<file path="src/include/frp_defines.svh">
// Constants of the flash reset, protect and autoselect host controller
`ifndef FRP_DEFINES_SVH
`define FRP_DEFINES_SVH

// Flash pin widths and sector count
`define FRP_ADDR_W 21
`define FRP_DATA_W 8
`define FRP_SECT_N 32

// Register bus
`define FRP_PADDR_W 8
`define FRP_OFS_CTRL 8'h00
`define FRP_OFS_ADDR 8'h04
`define FRP_OFS_WDATA 8'h08
`define FRP_OFS_STATUS 8'h0c
`define FRP_OFS_PROTMAP 8'h10

// Control register fields
`define FRP_CTRL_GO 0
`define FRP_CTRL_OP_LSB 1
`define FRP_CTRL_OP_MSB 3
`define FRP_CTRL_TEMP 4

// Status register fields
`define FRP_ST_BUSY 0
`define FRP_ST_RDY 1
`define FRP_ST_REFUSED 2
`define FRP_ST_RESTART 3
`define FRP_ST_TEMP 4
`define FRP_ST_DATA_LSB 8
`define FRP_ST_DATA_MSB 15

// Address bits with a meaning in autoselect and protection cycles
`define FRP_A0 0
`define FRP_A1 1
`define FRP_A6 6
`define FRP_SECT_LSB 16
`define FRP_SECT_MSB 20

// Values
`define FRP_PROT_YES 8'h01
`define FRP_ALL_PROT 32'hffffffff
`define FRP_ZERO32 32'h00000000

// Timing, in ns, and the clock period
`define FRP_CLK_NS 50
`define FRP_T_RP_NS 500
`define FRP_T_RH_NS 50
`define FRP_T_ACC_NS 120
`define FRP_T_WP_NS 50
`define FRP_T_WH_NS 50
`define FRP_CYC_MIN(ns) (((ns) + `FRP_CLK_NS - 1) / `FRP_CLK_NS)
`define FRP_TMR_W 8

`endif

</file>
<file path="src/include/frp_pkg.sv">
// Types of the flash reset, protect and autoselect host controller
`include "frp_defines.svh"

package frp_pkg;

   typedef enum logic [2:0] {
      op_read,
      op_write,
      op_reset,
      op_auto_read,
      op_prot_set,
      op_prot_clr
   } frp_op_type;

   typedef enum logic [2:0] {
      st_idle,
      st_read_acc,
      st_write_pulse,
      st_write_hold,
      st_rst_low,
      st_rst_wait,
      st_recover
   } frp_state_type;

   typedef struct packed {
      frp_state_type state;
      frp_op_type op;
      logic temp;
      logic [`FRP_ADDR_W-1:0] addr;
      logic [`FRP_DATA_W-1:0] wdata;
      logic [`FRP_DATA_W-1:0] rdata;
      logic refused;
      logic restart;
      logic [`FRP_SECT_N-1:0] protmap;
      logic rst_n;
      logic rst_hv;
      logic a9_hv;
      logic ce_n;
      logic oe_n;
      logic we_n;
      logic [`FRP_ADDR_W-1:0] faddr;
      logic [`FRP_DATA_W-1:0] dout;
      logic doe;
      logic pready;
      logic pslverr;
      logic [31:0] prdata;
   } frp_regs_type;

   typedef struct packed {
      logic [`FRP_TMR_W-1:0] count;
   } frp_tmr_type;

endpackage

</file>
<file path="src/verilog/frp_host.sv">
// Host controller driving a byte-wide flash through its reset, protect and autoselect pins
//
// Summary of operation
// - Wait recovery time after reset before reading
// - Restart operations that a reset interrupted; the code only sets the restart status bit for software
// - Programmer raises A9 for hardware autoselect
// - Autoselect also reachable by command writes
// - Protect methods use elevated reset, bus timing
// - Protect all sectors before first unprotect
// - Alternate method needs elevated A9 and OE; the code has no alternate method
// - Read: chip and output enable low
// - Write: chip and write enable low
`timescale 1ns/10ps
`default_nettype none
`include "frp_defines.svh"

module frp_host (
   // Clock and reset
   input wire logic pclk,
   input wire logic presetn,
   // APB slave
   input wire logic psel,
   input wire logic penable,
   input wire logic pwrite,
   input wire logic [`FRP_PADDR_W-1:0] paddr,
   input wire logic [31:0] pwdata,
   output logic [31:0] prdata,
   output logic pready,
   output logic pslverr,
   // Flash control pins
   output logic flash_reset_n,
   output logic reset_elevated,
   output logic a9_elevated,
   output logic flash_ce_n,
   output logic flash_oe_n,
   output logic flash_we_n,
   output logic [`FRP_ADDR_W-1:0] flash_addr,
   // Flash data pins
   input wire logic [`FRP_DATA_W-1:0] byte_lines_in,
   output logic [`FRP_DATA_W-1:0] byte_lines_out,
   output logic byte_lines_oe,
   // Flash status pin
   input wire logic ready_busy_n
);

   frp_pkg::frp_regs_type r;
   frp_pkg::frp_regs_type next_r;
   logic tmr_load;
   logic [`FRP_TMR_W-1:0] tmr_value;
   logic tmr_expired;

   frp_timer u_timer (
      .pclk(pclk),
      .presetn(presetn),
      .load(tmr_load),
      .value(tmr_value),
      .expired(tmr_expired)
   );

   always_comb begin
      logic access;
      logic go;
      logic [`FRP_SECT_MSB-`FRP_SECT_LSB:0] sect;
      frp_pkg::frp_op_type new_op;
      access = psel && penable && !r.pready;
      go = 1'b0;
      sect = r.faddr[`FRP_SECT_MSB:`FRP_SECT_LSB];
      new_op = frp_pkg::frp_op_type'(pwdata[`FRP_CTRL_OP_MSB:`FRP_CTRL_OP_LSB]);
      next_r = r;
      tmr_load = 1'b0;
      tmr_value = '0;
      next_r.pready = 1'b0;
      next_r.pslverr = 1'b0;

      // Register bus: answer one cycle into the access phase
      if (access) begin
         next_r.pready = 1'b1;
         next_r.prdata = `FRP_ZERO32;
         if (pwrite) begin
            unique case (paddr)
               `FRP_OFS_CTRL: begin
                  next_r.temp = pwdata[`FRP_CTRL_TEMP];
                  go = pwdata[`FRP_CTRL_GO];
               end
               `FRP_OFS_ADDR: next_r.addr = pwdata[`FRP_ADDR_W-1:0];
               `FRP_OFS_WDATA: next_r.wdata = pwdata[`FRP_DATA_W-1:0];
               `FRP_OFS_STATUS: begin
                  // Write one to clear; a set below still wins
                  if (pwdata[`FRP_ST_REFUSED]) begin
                     next_r.refused = 1'b0;
                  end
                  if (pwdata[`FRP_ST_RESTART]) begin
                     next_r.restart = 1'b0;
                  end
               end
               `FRP_OFS_PROTMAP: next_r.pslverr = 1'b1;
               default: next_r.pslverr = 1'b1;
            endcase
         end else begin
            unique case (paddr)
               `FRP_OFS_CTRL: begin
                  next_r.prdata[`FRP_CTRL_OP_MSB:`FRP_CTRL_OP_LSB] = r.op;
                  next_r.prdata[`FRP_CTRL_TEMP] = r.temp;
               end
               `FRP_OFS_ADDR: next_r.prdata[`FRP_ADDR_W-1:0] = r.addr;
               `FRP_OFS_WDATA: next_r.prdata[`FRP_DATA_W-1:0] = r.wdata;
               `FRP_OFS_STATUS: begin
                  next_r.prdata[`FRP_ST_BUSY] = (r.state != frp_pkg::st_idle);
                  next_r.prdata[`FRP_ST_RDY] = ready_busy_n;
                  next_r.prdata[`FRP_ST_REFUSED] = r.refused;
                  next_r.prdata[`FRP_ST_RESTART] = r.restart;
                  next_r.prdata[`FRP_ST_TEMP] = r.rst_hv;
                  next_r.prdata[`FRP_ST_DATA_MSB:`FRP_ST_DATA_LSB] = r.rdata;
               end
               `FRP_OFS_PROTMAP: next_r.prdata = r.protmap;
               default: next_r.pslverr = 1'b1;
            endcase
         end
      end

      unique case (r.state)
         frp_pkg::st_idle: begin
            // temporary unprotect level follows software while idle
            next_r.rst_hv = r.temp;
            // A9 low outside reads: no alternate method
            next_r.a9_hv = 1'b0;
            if (go) begin
               next_r.op = new_op;
               next_r.faddr = r.addr;
               unique case (new_op)
                  frp_pkg::op_read, frp_pkg::op_auto_read: begin
                     next_r.a9_hv = (new_op == frp_pkg::op_auto_read);
                     next_r.ce_n = 1'b0;
                     next_r.oe_n = 1'b0;
                     next_r.doe = 1'b0;
                     next_r.state = frp_pkg::st_read_acc;
                     tmr_load = 1'b1;
                     tmr_value = `FRP_TMR_W'(`FRP_CYC_MIN(`FRP_T_ACC_NS));
                  end
                  frp_pkg::op_write, frp_pkg::op_prot_set, frp_pkg::op_prot_clr: begin
                     if (new_op != frp_pkg::op_write) begin
                        // protect cycles: elevated reset, A1 high, A0 low
                        next_r.rst_hv = 1'b1;
                        next_r.faddr[`FRP_A1] = 1'b1;
                        next_r.faddr[`FRP_A0] = 1'b0;
                        next_r.faddr[`FRP_A6] = (new_op == frp_pkg::op_prot_clr);
                     end
                     // unprotect refused until every sector is protected
                     if (new_op == frp_pkg::op_prot_clr && r.protmap != `FRP_ALL_PROT) begin
                        next_r.refused = 1'b1;
                        next_r.rst_hv = r.temp;
                     end else begin
                        // write strobes with output enable high
                        next_r.oe_n = 1'b1;
                        next_r.ce_n = 1'b0;
                        next_r.we_n = 1'b0;
                        next_r.dout = r.wdata;
                        next_r.doe = 1'b1;
                        next_r.state = frp_pkg::st_write_pulse;
                        tmr_load = 1'b1;
                        tmr_value = `FRP_TMR_W'(`FRP_CYC_MIN(`FRP_T_WP_NS));
                     end
                  end
                  frp_pkg::op_reset: begin
                     // busy at reset means the operation was cut short
                     if (!ready_busy_n) begin
                        next_r.restart = 1'b1;
                     end
                     next_r.rst_hv = 1'b0;
                     next_r.rst_n = 1'b0;
                     next_r.ce_n = 1'b1;
                     next_r.oe_n = 1'b1;
                     next_r.we_n = 1'b1;
                     next_r.doe = 1'b0;
                     next_r.state = frp_pkg::st_rst_low;
                     tmr_load = 1'b1;
                     tmr_value = `FRP_TMR_W'(`FRP_CYC_MIN(`FRP_T_RP_NS));
                  end
                  default: begin
                     // Undefined operation codes are refused, not guessed at
                     next_r.refused = 1'b1;
                  end
               endcase
            end else if (access && pwrite && paddr == `FRP_OFS_CTRL) begin
               next_r.op = r.op;
            end
         end
         frp_pkg::st_read_acc: begin
            if (tmr_expired) begin
               next_r.rdata = byte_lines_in;
               next_r.ce_n = 1'b1;
               next_r.oe_n = 1'b1;
               next_r.a9_hv = 1'b0;
               // protection verify read updates the sector shadow
               if (r.op == frp_pkg::op_auto_read && !r.faddr[`FRP_A6] && r.faddr[`FRP_A1]
                   && !r.faddr[`FRP_A0]) begin
                  // sector index from the top address bits
                  next_r.protmap[sect] = (byte_lines_in == `FRP_PROT_YES);
               end
               next_r.state = frp_pkg::st_idle;
            end
         end
         frp_pkg::st_write_pulse: begin
            if (tmr_expired) begin
               next_r.we_n = 1'b1;
               next_r.ce_n = 1'b1;
               next_r.state = frp_pkg::st_write_hold;
               tmr_load = 1'b1;
               tmr_value = `FRP_TMR_W'(`FRP_CYC_MIN(`FRP_T_WH_NS));
            end
         end
         frp_pkg::st_write_hold: begin
            if (tmr_expired) begin
               // data released only after write enable rose and the hold time passed
               next_r.doe = 1'b0;
               if (r.op == frp_pkg::op_prot_set) begin
                  next_r.protmap[sect] = 1'b1;
               end else if (r.op == frp_pkg::op_prot_clr) begin
                  next_r.protmap = `FRP_ZERO32;
               end
               next_r.state = frp_pkg::st_idle;
            end
         end
         frp_pkg::st_rst_low: begin
            // pulse held for the least reset width
            if (tmr_expired) begin
               next_r.rst_n = 1'b1;
               next_r.state = frp_pkg::st_rst_wait;
            end
         end
         frp_pkg::st_rst_wait: begin
            // wait for the device to report its reset complete
            if (ready_busy_n) begin
               next_r.state = frp_pkg::st_recover;
               tmr_load = 1'b1;
               tmr_value = `FRP_TMR_W'(`FRP_CYC_MIN(`FRP_T_RH_NS));
            end
         end
         frp_pkg::st_recover: begin
            // no new cycle until recovery time has passed
            if (tmr_expired) begin
               next_r.state = frp_pkg::st_idle;
            end
         end
         default: next_r.state = frp_pkg::st_idle;
      endcase

      // A start while busy is not queued; software must retry
      if (go && r.state != frp_pkg::st_idle) begin
         next_r.refused = 1'b1;
      end
   end

   always_ff @(posedge pclk or negedge presetn) begin
      if (!presetn) begin
         r <= '0;
         r.state <= frp_pkg::st_idle;
         r.op <= frp_pkg::op_read;
         r.rst_n <= 1'b1;
         r.ce_n <= 1'b1;
         r.oe_n <= 1'b1;
         r.we_n <= 1'b1;
      end else begin
         r <= next_r;
      end
   end

   assign prdata = r.prdata;
   assign pready = r.pready;
   assign pslverr = r.pslverr;
   assign flash_reset_n = r.rst_n;
   assign reset_elevated = r.rst_hv;
   assign a9_elevated = r.a9_hv;
   assign flash_ce_n = r.ce_n;
   assign flash_oe_n = r.oe_n;
   assign flash_we_n = r.we_n;
   assign flash_addr = r.faddr;
   assign byte_lines_out = r.dout;
   assign byte_lines_oe = r.doe;

endmodule
`default_nettype wire

</file>
<file path="src/verilog/frp_timer.sv">
// Cycle timer: loads a count and reports when it has run down
`timescale 1ns/10ps
`default_nettype none
`include "frp_defines.svh"

module frp_timer (
   // Clock and reset
   input wire logic pclk,
   input wire logic presetn,
   // Load and status
   input wire logic load,
   input wire logic [`FRP_TMR_W-1:0] value,
   output logic expired
);

   frp_pkg::frp_tmr_type r;
   frp_pkg::frp_tmr_type next_r;

   always_comb begin
      next_r = r;
      if (load) begin
         next_r.count = value;
      end else if (r.count != '0) begin
         next_r.count = r.count - `FRP_TMR_W'(1);
      end
   end

   always_ff @(posedge pclk or negedge presetn) begin
      if (!presetn) begin
         r <= '0;
      end else begin
         r <= next_r;
      end
   end

   assign expired = (r.count == '0);

endmodule
`default_nettype wire

</file>
<file path="config.mk">
export PLATFORM = sky130hd
export DESIGN_NAME = frp_host
export DESIGN_NICKNAME = d
export VERILOG_FILES = /design/src/include/frp_pkg.sv /design/src/verilog/frp_host.sv /design/src/verilog/frp_timer.sv
export VERILOG_INCLUDE_DIRS = /design/src /design/src/include
export SDC_FILE = /design/constraint.sdc
export NUM_CORES = 1
export LEC_CHECK = 0
export BUFFER_PORTS_ARGS = -buffer_cell sky130_fd_sc_hd__buf_4
export CAP_MARGIN = 0
export CORE_UTILIZATION = 39
export CTS_CLUSTER_DIAMETER = 120
export DETAILED_ROUTE_END_ITERATION = 7
export SYNTH_ARGS = -nofsm -noshare
export SYNTH_HDL_FRONTEND = slang
export SYNTH_SLANG_ARGS = --single-unit
</file>
<file path="constraint.sdc">
create_clock -name pclk -period 7 [get_ports pclk]
set_input_delay 1.05 -clock pclk [delete_from_list [all_inputs] [get_ports pclk]]
set_output_delay 1.05 -clock pclk [all_outputs]
set_load 0.01 [all_outputs]
</file>
==> load_flow_metrics.sql <==
INSERT INTO impl_metrics (metric_group, metric, value, unit) VALUES
('global_route', 'first_global_vias', '5635', ''),
('sta', 'timing.fmax', '0.288', 'GHz'),
('floorplanning', 'die_h', '145', 'microns'),
('finish', 'final_cell_count_no_fill', '1078', ''),
('sta', 'finalSetupTns', '0', 'ns'),
('floorplanning', 'overall_die_area', '21200', 'sq um'),
('worst_setup_path', 'cp_max_fo', '17', ''),
('route', 'drt_iter0_markers', '412', ''),
('logic_synthesis', 'syn_area_per_cell', '10.5', 'sq um'),
('worst_setup_path', 'critical_path.cell_chain', 'buf_4, nor4_2, nand3_1, nor4_2, buf_4, mux2_2', ''),
('worst_setup_path', 'crit_path_top_delay_cell', 'nor4_2', ''),
('logic_synthesis', 'ys_dominant_reg_cell', 'dfrtp_1', ''),
('route', 'finalWirelength', '20200', 'microns'),
('finish', 'final_nets', '850', ''),
('finish', 'layout.cells.most_common_list', 'dfrtp_1, buf_4, nand2_1, nor2_1', ''),
('finish', 'final_layout_size_suffix_gt1_frac', '0.295', ''),
('logic_synthesis', 'synth_cells', '764', ''),
('floorplanning', 'io_pins', '124', ''),
('clock_network', 'cts_setup_buffers', '0', ''),
('logic_synthesis', 'yosysSeqAreaShare', '0.487', ''),
('logic_synthesis', 'postSynthRegisterBits', '156', ''),
('floorplanning', 'initial_core_util', '0.397', ''),
('placement', 'dpl-instance-area', '8550', 'sq um'),
('global_route', 'grt_first_pass_wirelength', '32400', 'microns'),
('sta', 'rsz0062_at_grt', 'no', ''),
('logic_synthesis', 'yosysWarnings', '0', ''),
('logic_synthesis', 'area_share_of_the_largest_cell_type_after_synthesis', '0.474', ''),
('floorplanning', 'floorplan.core_area', '20200', 'sq um'),
('logic_synthesis', 'syn_area', '8030', 'sq um'),
('pwr', 'internal-power', '1.48', 'mW'),
('route', 'drt-vias-per-instance', '5.26', ''),
('worst_setup_path', 'worst-endpoint-required', '7.31', 'ns'),
('global_route', 'track_usage', '0.198', ''),
('logic_synthesis', 'mappedNetlistNets', '819', ''),
('worst_setup_path', 'timing.critical_path.from_type', 'input pin', ''),
('global_route', 'grt_antenna_before_repair', '0', ''),
('logic_synthesis', 'synth_edf_count', '0', ''),
('placement', 'port-buffer-count', '112', ''),
('flow_run', 'drv_cap', '0', ''),
('placement', 'place.gp.congestion', '0.809', ''),
('placement', 'post-place-cells', '1046', ''),
('status', 'outcome', 'finished clean', ''),
('logic_synthesis', 'synth_async_sr_flop_share', '1.00', ''),
('route', 'drt-wirelength-per-cell', '18.8', 'microns'),
('route', 'detail-route-antenna-nets', '0', ''),
('pwr', 'power.clock.fraction', '0.462', ''),
('pwr', 'peakVddDrop', '0.000173', 'V'),
('sta', 'slew_viol_final', '0', ''),
('clock_network', 'insertion_delay', '0.43', 'ns'),
('worst_setup_path', 'end_kind', 'flip-flop', ''),
('clock_network', 'worst_setup_hold_path_clk_slew', '0.06', 'ns'),
('clock_network', 'ctsHoldBuffers', '0', ''),
('finish', 'finalCoreUtilization', '0.452', ''),
('clock_network', 'tritoncts.num_buffers', '17', ''),
('sta', 'share_of_the_cycle_needed_by_the_critical_path_after_routing', '0.496', ''),
('clock_network', 'postCtsResizedCells', '0', ''),
('sta', 'finalHoldViolCount', '0', ''),
('sta', 'final_critical_path_setup_slack', '3.53', 'ns'),
('route', 'drc', '0', ''),
('clock_network', 'cts_htree_levels', '4', ''),
('pwr', 'p_sw_frac', '0.245', ''),
('worst_setup_path', 'worst-setup-path-type', 'in2reg', ''),
('sta', 'final_period_minus_worst_setup_slack', '3.47', 'ns'),
('route', 'tritonroute_pass_1_iters', '5', ''),
('pwr', 'combPwrFrac', '0.054', ''),
('pwr', 'power.density_cell_area', '215', 'nW/um^2'),
('floorplanning', 'row_count', '52', ''),
('worst_setup_path', 'endpoint_arrival_time_on_the_critical_path', '3.78', 'ns'),
('global_route', 'grt_overflow_total', '0', ''),
('finish', 'postLayoutCellArea', '9140', 'sq um'),
('clock_network', 'tritoncts', 'built', '');
[cell families after synthesis]
group,count (synthesis),synth area share
fa+ha+maj,1,0.00156
mux,89,0.118
flops,156,0.487
xor+xnor,6,0.00655
compound gates,118,0.106
buf+inv,119,0.0943
simple gates,275,0.186
[layout make-up]
type                       count  area [sq um]
clock inverter                13           131
sequential                   156          3910
fill                        1950         11100
inverter                      13          48.8
tap                          270           338
multi-input combinational    489          3370
clock buffer                  19           453
timing repair buffer         118           890
[cells in the mapped netlist, types with 8 or more instances]
library cell and n:
dfrtp_1 152, mux2_2 43, nor3_1 20, mux2i_1 43
a21oi_1 13, nor3_2 8, nand2_1 95, a22o_1 24
clkbuf_1 23, buf_4 64, buf_2 10, nand3_1 18
o21ai_0 40, a222oi_1 8, nand4_1 11, nor2_1 51
inv_1 13
[critical path, delay by kind of cell]
family | cells | cell delay (ns)
simple gates | 3 | 1.80
mux | 1 | 0.38
buf+inv | 2 | 0.53
[path summary, 6_finish.rpt]
path	endpoint	cells after the start	start	slack, ns
max reg2reg	r[80]$_DFFE_PN0P_	5	r[146]$_DFFE_PN0P_	3.91
max in group asynchronous	flash_addr[17]$_DFFE_PN0P_	2	presetn	4.96
min in group asynchronous	byte_lines_out[0]$_DFFE_PN0P_	1	presetn	0.70
min reg2reg	flash_addr[15]$_DFFE_PN0P_	2	flash_addr[15]$_DFFE_PN0P_	0.47
max	r[131]$_DFFE_PN0P_	6	paddr[4]	3.53
min	flash_addr[15]$_DFFE_PN0P_	2	flash_addr[15]$_DFFE_PN0P_	0.47
[metal layers]
metal / track usage / share of wire / up-vias
met2: 0.298 / 0.44 / 162
met4: 0.0626 / 0.016 / 0
met5: 0 / 0 / -
met1: 0.282 / 0.49 / 2772
li1: - / - / 2713
met3: 0.0448 / 0.054 / 23
[power groups by stage]
stage	clock network [mW]	registers, mW	logic (mW)
after detailed placement	0	0.966	0.108
after global placement	0	0.965	0.106
after global routing	0.960	0.953	0.119
final	0.908	0.950	0.106
after CTS	0.928	0.949	0.109
after floorplan	0	0.959	0.0543
[registers in the layout, summed over array words and instances, names as in the netlist]
name	count
a9_elevated	1
byte_lines_oe	1
byte_lines_out	8
flash_addr	21
flash_ce_n	1
flash_oe_n	1
flash_reset_n	1
flash_we_n	1
prdata	32
pready	1
pslverr	1
r	78
reset_elevated	1
u_timer.r	8
No activity file was read; power rests on OpenSTA's default activity.
